<file path="config.mk">
export PLATFORM = sky130hd
export DESIGN_NAME = cmp_ctrl
export DESIGN_NICKNAME = d
export VERILOG_FILES = /design/src/core/cmp_pkg.sv /design/src/core/cmp_ctrl.sv
export SDC_FILE = /design/constraint.sdc
export NUM_CORES = 1
export LEC_CHECK = 0
export BUFFER_PORTS_ARGS = -buffer_cell sky130_fd_sc_hd__buf_2
export CORE_MARGIN = 2
export CORE_UTILIZATION = 45
export CTS_CLUSTER_DIAMETER = 150
export DETAILED_ROUTE_END_ITERATION = 8
export HOLD_SLACK_MARGIN = 0.02
export PLACE_DENSITY_LB_ADDON = 0.05
export SYNTH_ARGS = -nofsm -noshare
export SYNTH_HDL_FRONTEND = slang
export SYNTH_SLANG_ARGS = --single-unit
</file>
<file path="constraint.sdc">
create_clock -name clk -period 5.7 [get_ports clk]
set_clock_uncertainty 0.15 [all_clocks]
set_input_delay 0.57 -clock clk [delete_from_list [all_inputs] [get_ports clk]]
set_output_delay 0.57 -clock clk [all_outputs]
set_load 0.1 [all_outputs]
</file>
<file path="src/core/cmp_pkg.sv">
// Operation
// RULE1 - Minus select: 0-3 pins, 4-5 open, 6 fixed reference, 7 ground
// RULE2 - Plus select: 0-1 pins, 2-4 open, 5 DAC, 6 reference, 7 ground
// RULE3 - Control bit 7 enables; clear powers the analog core down
// RULE4 - Result bit 6 is one when plus exceeds minus, reversed if inverted
// RULE5 - Invert bit 4 flips result for status, edges, gate, pin, shutdown
// RULE6 - Control bit 1 drives the core separation (hysteresis) enable
// RULE7 - Sync bit 0 updates gate and pin on timer clock falling edge
// RULE8 - Sync bit clear: gate and pin follow the result without retiming
// RULE9 - Edge enable bit 1 lets a rising result set the flag
// RULE10 - Edge enable bit 0 lets a falling result set the flag
// RULE11 - Mirror register: comparator two at bit 1, one at bit 0
// RULE12 - Unimplemented bits ignore writes and read zero
// RULE13 - All implemented bits reset to zero on every reset
// RULE14 - Result feeds the wave unit as a shutdown source
// RULE15 - Sync path stops in sleep when timer runs from system clock
// RULE16 - Set flag with its enable raises a wake request
// RULE17 - Flag cleared only by software; a same-cycle edge keeps it set
// RULE18 - Raw result is sampled into a register each cycle
// RULE19 - Invert or enable changes while disabled can still raise a flag
// RULE20 - Sync latching uses the prescaled timer clock
// RULE21 - Two instances with own registers and flags share one mirror
// RULE22 - Edges compare current and previous samples, one-cycle pulse
package cmp_pkg;
   // Register map: addr[3:2] picks the comparator, addr[1:0] the register
   localparam logic [1:0] R_CON0 = 2'h0;
   localparam logic [1:0] R_CON1 = 2'h1;
   localparam logic [1:0] R_NSEL = 2'h2;
   localparam logic [1:0] R_PSEL = 2'h3;
   localparam logic [3:0] A_MIRROR = 4'h8;
   localparam logic [3:0] A_FLAGS = 4'h9;
   localparam logic [3:0] A_IEN = 4'hA;
   // Bit positions
   localparam int B_ON = 7;
   localparam int B_OUT = 6;
   localparam int B_INV = 4;
   localparam int B_SEP = 1;
   localparam int B_SYNC = 0;
   localparam int B_RISE = 1;
   localparam int B_FALL = 0;
   localparam logic [7:0] ZERO_BYTE = 8'h00;
   // Mux codes
   localparam logic [2:0] N_LAST_PIN = 3'h3;
   localparam logic [2:0] P_LAST_PIN = 3'h1;
   localparam logic [2:0] P_DAC = 3'h5;
   localparam logic [2:0] SEL_FIXREF = 3'h6;
   localparam logic [2:0] SEL_GND = 3'h7;
   localparam logic [2:0] SEL_RST = 3'h0;

   typedef struct packed {
      logic on;
      logic inv;
      logic sep;
      logic sync_mode;
   } ctl_t;

   typedef struct packed {
      logic rise;
      logic fall;
   } edge_en_t;
endpackage

</file>
<file path="src/core/cmp_ctrl.sv">
`timescale 1ns/1ps
`default_nettype none
module cmp_ctrl #(
   parameter int N = 2
) (
   input wire logic clk, // 100 MHz
   input wire logic nrst, // Async reset, low
   input wire logic [3:0] addr, // Register address
   input wire logic [7:0] wdata, // Write data
   input wire logic wr, // Write strobe
   input wire logic rd, // Read strobe
   output logic [7:0] rdata, // Read data, cycle after rd
   input wire logic [N-1:0] cmp_raw, // Raw analog results
   input wire logic tmr_clk, // Prescaled timer clock
   input wire logic tmr_on_sys, // Timer fed by system clock
   input wire logic sleep, // Device asleep
   output logic [N-1:0] core_on, // Analog core power
   output logic [N-1:0] core_sep, // Hysteresis enable
   output logic [N-1:0][2:0] minus_sel, // Minus mux code
   output logic [N-1:0] minus_conn, // Minus mux connected
   output logic [N-1:0][2:0] plus_sel, // Plus mux code
   output logic [N-1:0] plus_conn, // Plus mux connected
   output logic [N-1:0] tmr_gate, // Result to timer gate
   output logic [N-1:0] pin_out, // Result to pin
   output logic [N-1:0] shutdown_src, // Result to wave unit
   output logic [N-1:0] irq_flag, // Sticky flags
   output logic wake_req // Wake from sleep
);
   //--------------------------------------------------
   // Reset release and input synchronisers
   //--------------------------------------------------
   logic [1:0] rst_sh_r;
   logic rst_n;
   logic [N-1:0] raw_s1_r;
   logic [N-1:0] raw_s2_r;
   logic [2:0] tck_r;
   logic [1:0] tsys_r;
   logic tfall;
   logic hold;

   // Two-stage reset release
   always_ff @(posedge clk or negedge nrst)
   begin
      if (!nrst)
         rst_sh_r <= 2'h0;
      else
         rst_sh_r <= {rst_sh_r[0], 1'b1};
   end
   assign rst_n = rst_sh_r[1];

   // Raw results through two flops
   always_ff @(posedge clk or negedge rst_n)
   begin
      if (!rst_n)
      begin
         raw_s1_r <= '0;
         raw_s2_r <= '0;
      end
      else
      begin
         raw_s1_r <= cmp_raw;
         raw_s2_r <= raw_s1_r;
      end
   end

   // Timer clock through three flops, source level through two
   always_ff @(posedge clk or negedge rst_n)
   begin
      if (!rst_n)
      begin
         tck_r <= 3'h0;
         tsys_r <= 2'h0;
      end
      else
      begin
         tck_r <= {tck_r[1:0], tmr_clk};
         tsys_r <= {tsys_r[0], tmr_on_sys};
      end
   end
   assign tfall = tck_r[2] & ~tck_r[1]; // RULE20
   assign hold = sleep & tsys_r[1]; // RULE15

   //--------------------------------------------------
   // Register file
   //--------------------------------------------------
   cmp_pkg::ctl_t ctl_r [N];
   cmp_pkg::edge_en_t een_r [N];
   logic [2:0] nsel_r [N];
   logic [2:0] psel_r [N];
   logic [N-1:0] ien_r;
   logic [N-1:0] result_r;
   logic [N-1:0] prev_r;
   logic [N-1:0] sync_q_r;
   logic [N-1:0] flag_r;
   logic [N-1:0] set_ev;
   logic [N-1:0] clr_ev;
   logic [N-1:0] rise_ev;
   logic [N-1:0] fall_ev;

   // Register hit for comparator i, register k
   function automatic logic hit(input logic [3:0] a, input int i,
                                input logic [1:0] k);
      hit = (a[3:2] == i[1:0]) && (a[1:0] == k);
   endfunction

   // Control writes; only implemented bits stored
   always_ff @(posedge clk or negedge rst_n)
   begin
      if (!rst_n)
      begin
         for (int i = 0; i < N; i++)
         begin
            ctl_r[i] <= '0; // RULE13
            een_r[i] <= '0;
            nsel_r[i] <= cmp_pkg::SEL_RST;
            psel_r[i] <= cmp_pkg::SEL_RST;
         end
      end
      else if (wr)
      begin
         for (int i = 0; i < N; i++)
         begin
            if (hit(addr, i, cmp_pkg::R_CON0))
            begin
               ctl_r[i].on <= wdata[cmp_pkg::B_ON]; // RULE3
               ctl_r[i].inv <= wdata[cmp_pkg::B_INV]; // RULE5
               ctl_r[i].sep <= wdata[cmp_pkg::B_SEP]; // RULE6
               ctl_r[i].sync_mode <= wdata[cmp_pkg::B_SYNC]; // RULE7
            end
            if (hit(addr, i, cmp_pkg::R_CON1))
            begin
               een_r[i].rise <= wdata[cmp_pkg::B_RISE]; // RULE9
               een_r[i].fall <= wdata[cmp_pkg::B_FALL]; // RULE10
            end
            if (hit(addr, i, cmp_pkg::R_NSEL))
               nsel_r[i] <= wdata[2:0]; // RULE12
            if (hit(addr, i, cmp_pkg::R_PSEL))
               psel_r[i] <= wdata[2:0]; // RULE21
         end
      end
   end

   // Flag enables
   always_ff @(posedge clk or negedge rst_n)
   begin
      if (!rst_n)
         ien_r <= '0;
      else if (wr && addr == cmp_pkg::A_IEN)
         ien_r <= wdata[N-1:0];
   end

   //--------------------------------------------------
   // Result sampling, edges and flags
   //--------------------------------------------------
   genvar g;
   generate
      for (g = 0; g < N; g++)
      begin : g_cmp
         // Disabled core reads low before inversion
         always_ff @(posedge clk or negedge rst_n)
         begin
            if (!rst_n)
            begin
               result_r[g] <= 1'b0;
               prev_r[g] <= 1'b0;
            end
            else
            begin
               result_r[g] <= (ctl_r[g].on & raw_s2_r[g]) ^ ctl_r[g].inv; // RULE4 RULE18 RULE19
               prev_r[g] <= result_r[g]; // RULE22
            end
         end
         assign rise_ev[g] = result_r[g] & ~prev_r[g]; // RULE22
         assign fall_ev[g] = ~result_r[g] & prev_r[g];
         assign set_ev[g] = (een_r[g].rise & rise_ev[g]) // RULE9
                          | (een_r[g].fall & fall_ev[g]); // RULE10

         // Timer-retimed copy, frozen while the timer halts
         always_ff @(posedge clk or negedge rst_n)
         begin
            if (!rst_n)
               sync_q_r[g] <= 1'b0;
            else if (tfall && !hold)
               sync_q_r[g] <= result_r[g]; // RULE7 RULE15 RULE20
         end

         // Outputs to gate, pin and wave unit
         always_ff @(posedge clk or negedge rst_n)
         begin
            if (!rst_n)
            begin
               tmr_gate[g] <= 1'b0;
               pin_out[g] <= 1'b0;
               shutdown_src[g] <= 1'b0;
            end
            else
            begin
               tmr_gate[g] <= ctl_r[g].sync_mode ? sync_q_r[g] : result_r[g]; // RULE7 RULE8
               pin_out[g] <= ctl_r[g].sync_mode ? sync_q_r[g] : result_r[g]; // RULE8
               shutdown_src[g] <= result_r[g]; // RULE14
            end
         end

         // Analog mux connection decode; all inputs off when disabled
         always_ff @(posedge clk or negedge rst_n)
         begin
            if (!rst_n)
            begin
               minus_conn[g] <= 1'b0;
               plus_conn[g] <= 1'b0;
            end
            else
            begin
               minus_conn[g] <= ctl_r[g].on && (nsel_r[g] <= cmp_pkg::N_LAST_PIN
                               || nsel_r[g] >= cmp_pkg::SEL_FIXREF); // RULE1
               plus_conn[g] <= ctl_r[g].on && (psel_r[g] <= cmp_pkg::P_LAST_PIN
                               || psel_r[g] >= cmp_pkg::P_DAC); // RULE2
            end
         end

         assign core_on[g] = ctl_r[g].on; // RULE3
         assign core_sep[g] = ctl_r[g].sep; // RULE6
         assign minus_sel[g] = nsel_r[g]; // RULE1
         assign plus_sel[g] = psel_r[g]; // RULE2
      end
   endgenerate

   // Software writes zero to clear; set wins
   assign clr_ev = (wr && addr == cmp_pkg::A_FLAGS) ? ~wdata[N-1:0] : '0;
   always_ff @(posedge clk or negedge rst_n)
   begin
      if (!rst_n)
         flag_r <= '0;
      else
         flag_r <= set_ev | (flag_r & ~clr_ev); // RULE17
   end
   assign irq_flag = flag_r;

   // Wake request
   always_ff @(posedge clk or negedge rst_n)
   begin
      if (!rst_n)
         wake_req <= 1'b0;
      else
         wake_req <= |(flag_r & ien_r); // RULE16
   end

   //--------------------------------------------------
   // Read path
   //--------------------------------------------------
   function automatic logic [7:0] rd_mux(input logic [3:0] a);
      logic [7:0] v;
      v = cmp_pkg::ZERO_BYTE; // RULE12
      for (int i = 0; i < N; i++)
      begin
         if (hit(a, i, cmp_pkg::R_CON0))
         begin
            v[cmp_pkg::B_ON] = ctl_r[i].on;
            v[cmp_pkg::B_OUT] = result_r[i]; // RULE4
            v[cmp_pkg::B_INV] = ctl_r[i].inv;
            v[cmp_pkg::B_SEP] = ctl_r[i].sep;
            v[cmp_pkg::B_SYNC] = ctl_r[i].sync_mode;
         end
         if (hit(a, i, cmp_pkg::R_CON1))
         begin
            v[cmp_pkg::B_RISE] = een_r[i].rise;
            v[cmp_pkg::B_FALL] = een_r[i].fall;
         end
         if (hit(a, i, cmp_pkg::R_NSEL))
            v[2:0] = nsel_r[i];
         if (hit(a, i, cmp_pkg::R_PSEL))
            v[2:0] = psel_r[i];
      end
      if (a == cmp_pkg::A_MIRROR)
         v[N-1:0] = result_r; // RULE11
      if (a == cmp_pkg::A_FLAGS)
         v[N-1:0] = flag_r;
      if (a == cmp_pkg::A_IEN)
         v[N-1:0] = ien_r;
      rd_mux = v;
   endfunction

   // Read data stands one cycle
   always_ff @(posedge clk or negedge rst_n)
   begin
      if (!rst_n)
         rdata <= cmp_pkg::ZERO_BYTE;
      else if (rd)
         rdata <= rd_mux(addr);
      else
         rdata <= cmp_pkg::ZERO_BYTE;
   end
endmodule // cmp_ctrl
`default_nettype wire

</file>
# Yosys cells after proc, flatten, opt, wreduce, memory -nomap -nowiden
# Cells that the tools add are included.
# Widths: inputs -> output; s select.
[word_totals]
input_bits = 21
wordCells = 128
ff_bits = 60
[classes]
reduce_logical = 31
n_eq_ne = 7
n_bitwise = 26
mux = 19
n_lt_le_gt_ge = 8
[op_table]
columns = ["operator", "n"]
rows = [
  ["$mux 2", 10],
  ["$reduce_and 2->1", 8],
  ["$logic_and 1x1->1", 15],
  ["$and 1x1->1", 12],
  ["$eq 4x4->1 const B", 3],
  ["$ge 3x3->1 const B", 4],
  ["$mux 3", 4],
  ["$mux 8", 1],
  ["$le 3x1->1 const B", 2],
  ["$le 3x2->1 const B", 2],
  ["$not 1->1", 5],
  ["$and 2x2->2", 2],
  ["$eq 2x1->1 const B", 2],
  ["$eq 2x2->1 const B", 2],
  ["$logic_not 2->1", 2],
  ["$logic_or 1x1->1", 4],
  ["$mux 1", 4],
  ["$not 2->2", 2],
  ["$or 1x1->1", 2],
  ["$or 2x2->2", 1],
  ["$reduce_or 2->1", 1],
  ["$xor 1x1->1", 2],
  ["$logic_not 1->1", 1],
]

# Depth between registers and ports, before layout
[depth]
word_depth = 14
depth_mapped = 6

# Least setup slack after synthesis
# OpenSTA, ideal clock, no wires.
[synth_timing]
path_kind = "register to output"
startpoint = "register pin_out[0] (netlist name)"
endpoint = "output tmr_gate[0]"
stages_incl_launch_ff = 2
setup_slack_ns = 3.656
t_arrival_ns = 1.324
cell_sequence = "dfrtp_1 -> buf_4"
[synth_lines]
columns = ["element", "line", "text"]
rows = [
  ["end, declared", "cmp_ctrl.sv:23", "output logic [N-1:0] tmr_gate,"],
]

# Worst setup path after layout
[layout_timing]
startpoint = "register ctl_r, in the netlist core_on[1]"
endpoint = "output core_on[1]"
[layout_lines]
columns = ["element", "line", "text"]
rows = [
  ["start, declared", "cmp_ctrl.sv:86", "cmp_pkg::ctl_t ctl_r [N];"],
  ["end, declared", "cmp_ctrl.sv:17", "output logic [N-1:0] core_on,"],
]
# No word-level cell between the ends.

==> impl_metrics.csv <==
group,metric,value,unit
run_status,status,"finished clean",
clocking,clockRootBuffer,"clkbuf_8",
clocking,cts_tree,"built",
setup_path,worstPathMaxFanout,6,
min_path,min_to,"raw_s1_r[1]",
setup_path,rr_endpoint,"rdata[0]",
setup_path,crit_chain,"buf_2",
yosys,ys_top_cells_by_count,"dfrtp_1, mux2_2, nor2_1, nand2_1",
routing,viasPerCell,5.10,
setup_path,reg2reg_depth,3,
grt,antenna_found_initial,0,
timing,slew_viol_final,0,
floorplanning,start_util,0.472,
yosys,synthFlopType,"dfrtp_1",
timing,post-route-period-util,0.350,
grt,grt_overflow,0,
setup_path,crit_type,"reg -> out",
min_path,hold_path_depth,1,
setup_path,crit_arrival,1.28,ns
grt,grt_pass1_vias,1705,
yosys,yosysUniqueCellTypes,33,
setup_path,reg2reg_slack,4.30,ns
yosys,synth.most_common_cell,"dfrtp_1",
setup_path,worstPathRequired,4.98,ns
clocking,clk_pin_slew,0.07,ns
routing,dr.first_iter.drc_count,107,
power,power.total,1.67,mW
layout,diodes,0,
floorplanning,io_pins,58,
min_path,worstHoldPathType,"in -> reg",
routing,drc,0,
setup_path,cp-end-kind,"output pin",
grt,grt_max_degree,57,
yosys,synth_mux_area_frac,0.177,
layout,fillers,431,
yosys,synth_compound_area_frac,0.0681,
yosys,synth-seq-area-share,0.594,
routing,wl_per_cell,15.6,um
routing,totalWireLength,5.01,mm
timing,grt_setup_unrepaired,"false",
grt,track_usage,0.185,
setup_path,critPathSlowestCell,"buf_2",
clocking,clk_latency,0.33,ns
layout,drive_gt1_frac,0.400,
timing,max_freq,501,MHz
clocking,h-tree-depth,3,
clocking,cts_sinks,58,
setup_path,cpPeakStageDelay,0.48,ns
yosys,syn_area,2440,sq um
yosys,synth_top_area_share,0.594,
placement,hpwl,3.61,mm
yosys,ys_top_cells_by_area,"dfrtp_1, mux2_2, buf_4",
yosys,synth-xor-area-share,0.00717,
timing,setup_tns,0,ns
clocking,cts_resized,0,
placement,gp_congestion,0.809,
timing,timing.slew.headroom,0.542,
floorplanning,rows,26,
routing,vias,1632,
floorplanning,die_height,77.7,um
yosys,ys_async_sr_fraction,1.00,
grt,grt_first_pass_wirelength,8.40,mm
timing,worstMarginPinSlew,0.686,ns
floorplanning,die_w,77.7,um
power,ir_worst_vdd,301,uV
timing,whs,0.190,ns
setup_path,start_kind,"flip-flop",
clocking,cts_inserted_buffers,9,
floorplanning,dieArea,6030,sq um
yosys,synth_edf_count,0,
setup_path,critPathTopFamily,"buffers and inverters",
timing,final_hold_viol_count,0,
placement,portBuffers,52,
timing,min_period,2.00,ns
placement,pre_cts_ws,3.62,ns
layout,fin_util,0.567,
clocking,postCtsSetupRepairBufs,0,
layout,final_nets,266,
placement,dp_cells,303,
yosys,synth_top_family_by_area,"multiplexers",
yosys,ys_seq_elements,58,
clocking,postCtsHoldBufs,1,
power,p_leak,1.38,nW
timing,fin_ws,3.70,ns
floorplanning,core-area,5170,sq um
yosys,yosysTopAreaCell,"dfrtp_1",
clocking,clock_path_buffers,2,
yosys,postSynthCellCount,194,
layout,syn_to_final_growth,20.1,%
setup_path,r2r-start,"plus_sel[3]",
min_path,min_from,"cmp_raw[1]",
routing,dr.pass1.iters,4,
flow_run,cap_violations,0,
yosys,synthSimpleGateAreaFrac,0.101,
yosys,synthAdderAreaFrac,0,
placement,placed_area,2700,sq um
timing,setup_viol,0,
yosys,yosysWarnings,0,
layout,final_area,2930,sq um
yosys,syn_avg_cell_area,12.6,sq um
power,power.density,570,nW/um^2
routing,ant_nets,0,
setup_path,critPathBufInv,1,
layout,final_cells,320,
==> placed cells by master, fill, tap and decap left out, drive strengths merged <==
| cell type | count |
|---|---|
| nor2 | 14 |
| and3 | 2 |
| conb | 3 |
| o211ai | 2 |
| a22o | 1 |
| a21oi | 6 |
| o21ai | 11 |
| clkbuf | 11 |
| nand2b | 6 |
| nor2b | 2 |
| bufinv | 2 |
| a222oi | 1 |
| inv | 6 |
| clkinv | 2 |
| mux2i | 6 |
| a211oi | 2 |
| clkinvlp | 1 |
| a21boi | 2 |
| nor3 | 4 |
| buf | 53 |
| or2 | 1 |
| and3b | 1 |
| nand2 | 11 |
| nand3b | 4 |
| a311oi | 1 |
| nand3 | 3 |
| dlygate4sd3 | 1 |
| mux4 | 3 |
| mux2 | 27 |
| a41oi | 1 |
| dfrtp | 58 |
| xnor2 | 2 |
==> cells by family after synthesis <==
| kind of cell | Yosys count |
|---|---|
| AO/OA/AOI/OAI | 27 |
| XOR/XNOR | 2 |
| buffers and inverters | 21 |
| flip-flops | 58 |
| multiplexers | 36 |
| other | 2 |
| AND/OR/NAND/NOR | 48 |
==> state kept, by name, indices dropped and copies added (netlist names), 3 cells and up <==
signal,flops
ctl_r,4
rdata,6
plus_sel,6
minus_sel,6
een_r,4
tck_r,3
==> layout make-up <==
| class | count | area [sq um] | area share |
|---|---|---|---|
| Sequential cell | 58 | 1450 | 0.495 |
| Multi-Input combinational cell | 116 | 873 | 0.298 |
| Timing Repair Buffer | 54 | 278 | 0.0947 |
| Clock buffer | 11 | 141 | 0.0482 |
| Tap cell | 70 | 87.6 | 0.0299 |
| Clock inverter | 5 | 77.6 | 0.0265 |
| Inverter | 6 | 22.5 | 0.00768 |
==> metal layers <==
layer  vias up  GRT usage  share of wire
met4         0      0.100          0.021
met2        46      0.278           0.47
met1       811      0.248           0.45
met5         -          0              0
met3         9     0.0442          0.051
li1        766          -              -
==> power breakdown <==
part	total (mW)	internal [mW]	switching, mW
clock network	0.413	0.256	0.156
logic	0.685	0.124	0.560
registers	0.575	0.500	0.0754
total	1.67	0.881	0.792
==> how the worst max path moves through the flow <==
stage                           from          end  slack [ns]  depth (start not counted)
after CTS                 core_on[1]   core_on[1]        3.67                          1
final                     core_on[1]   core_on[1]        3.70                          1
after global placement       addr[2]     ctl_r[0]        3.62                          5
after detailed placement     addr[2]   core_on[1]        3.62                          5
after global routing      core_on[1]   core_on[1]        3.65                          1
after floorplan           pin_out[0]  tmr_gate[0]        3.66                          1
Note: power is estimated with default switching activity, not from simulation.
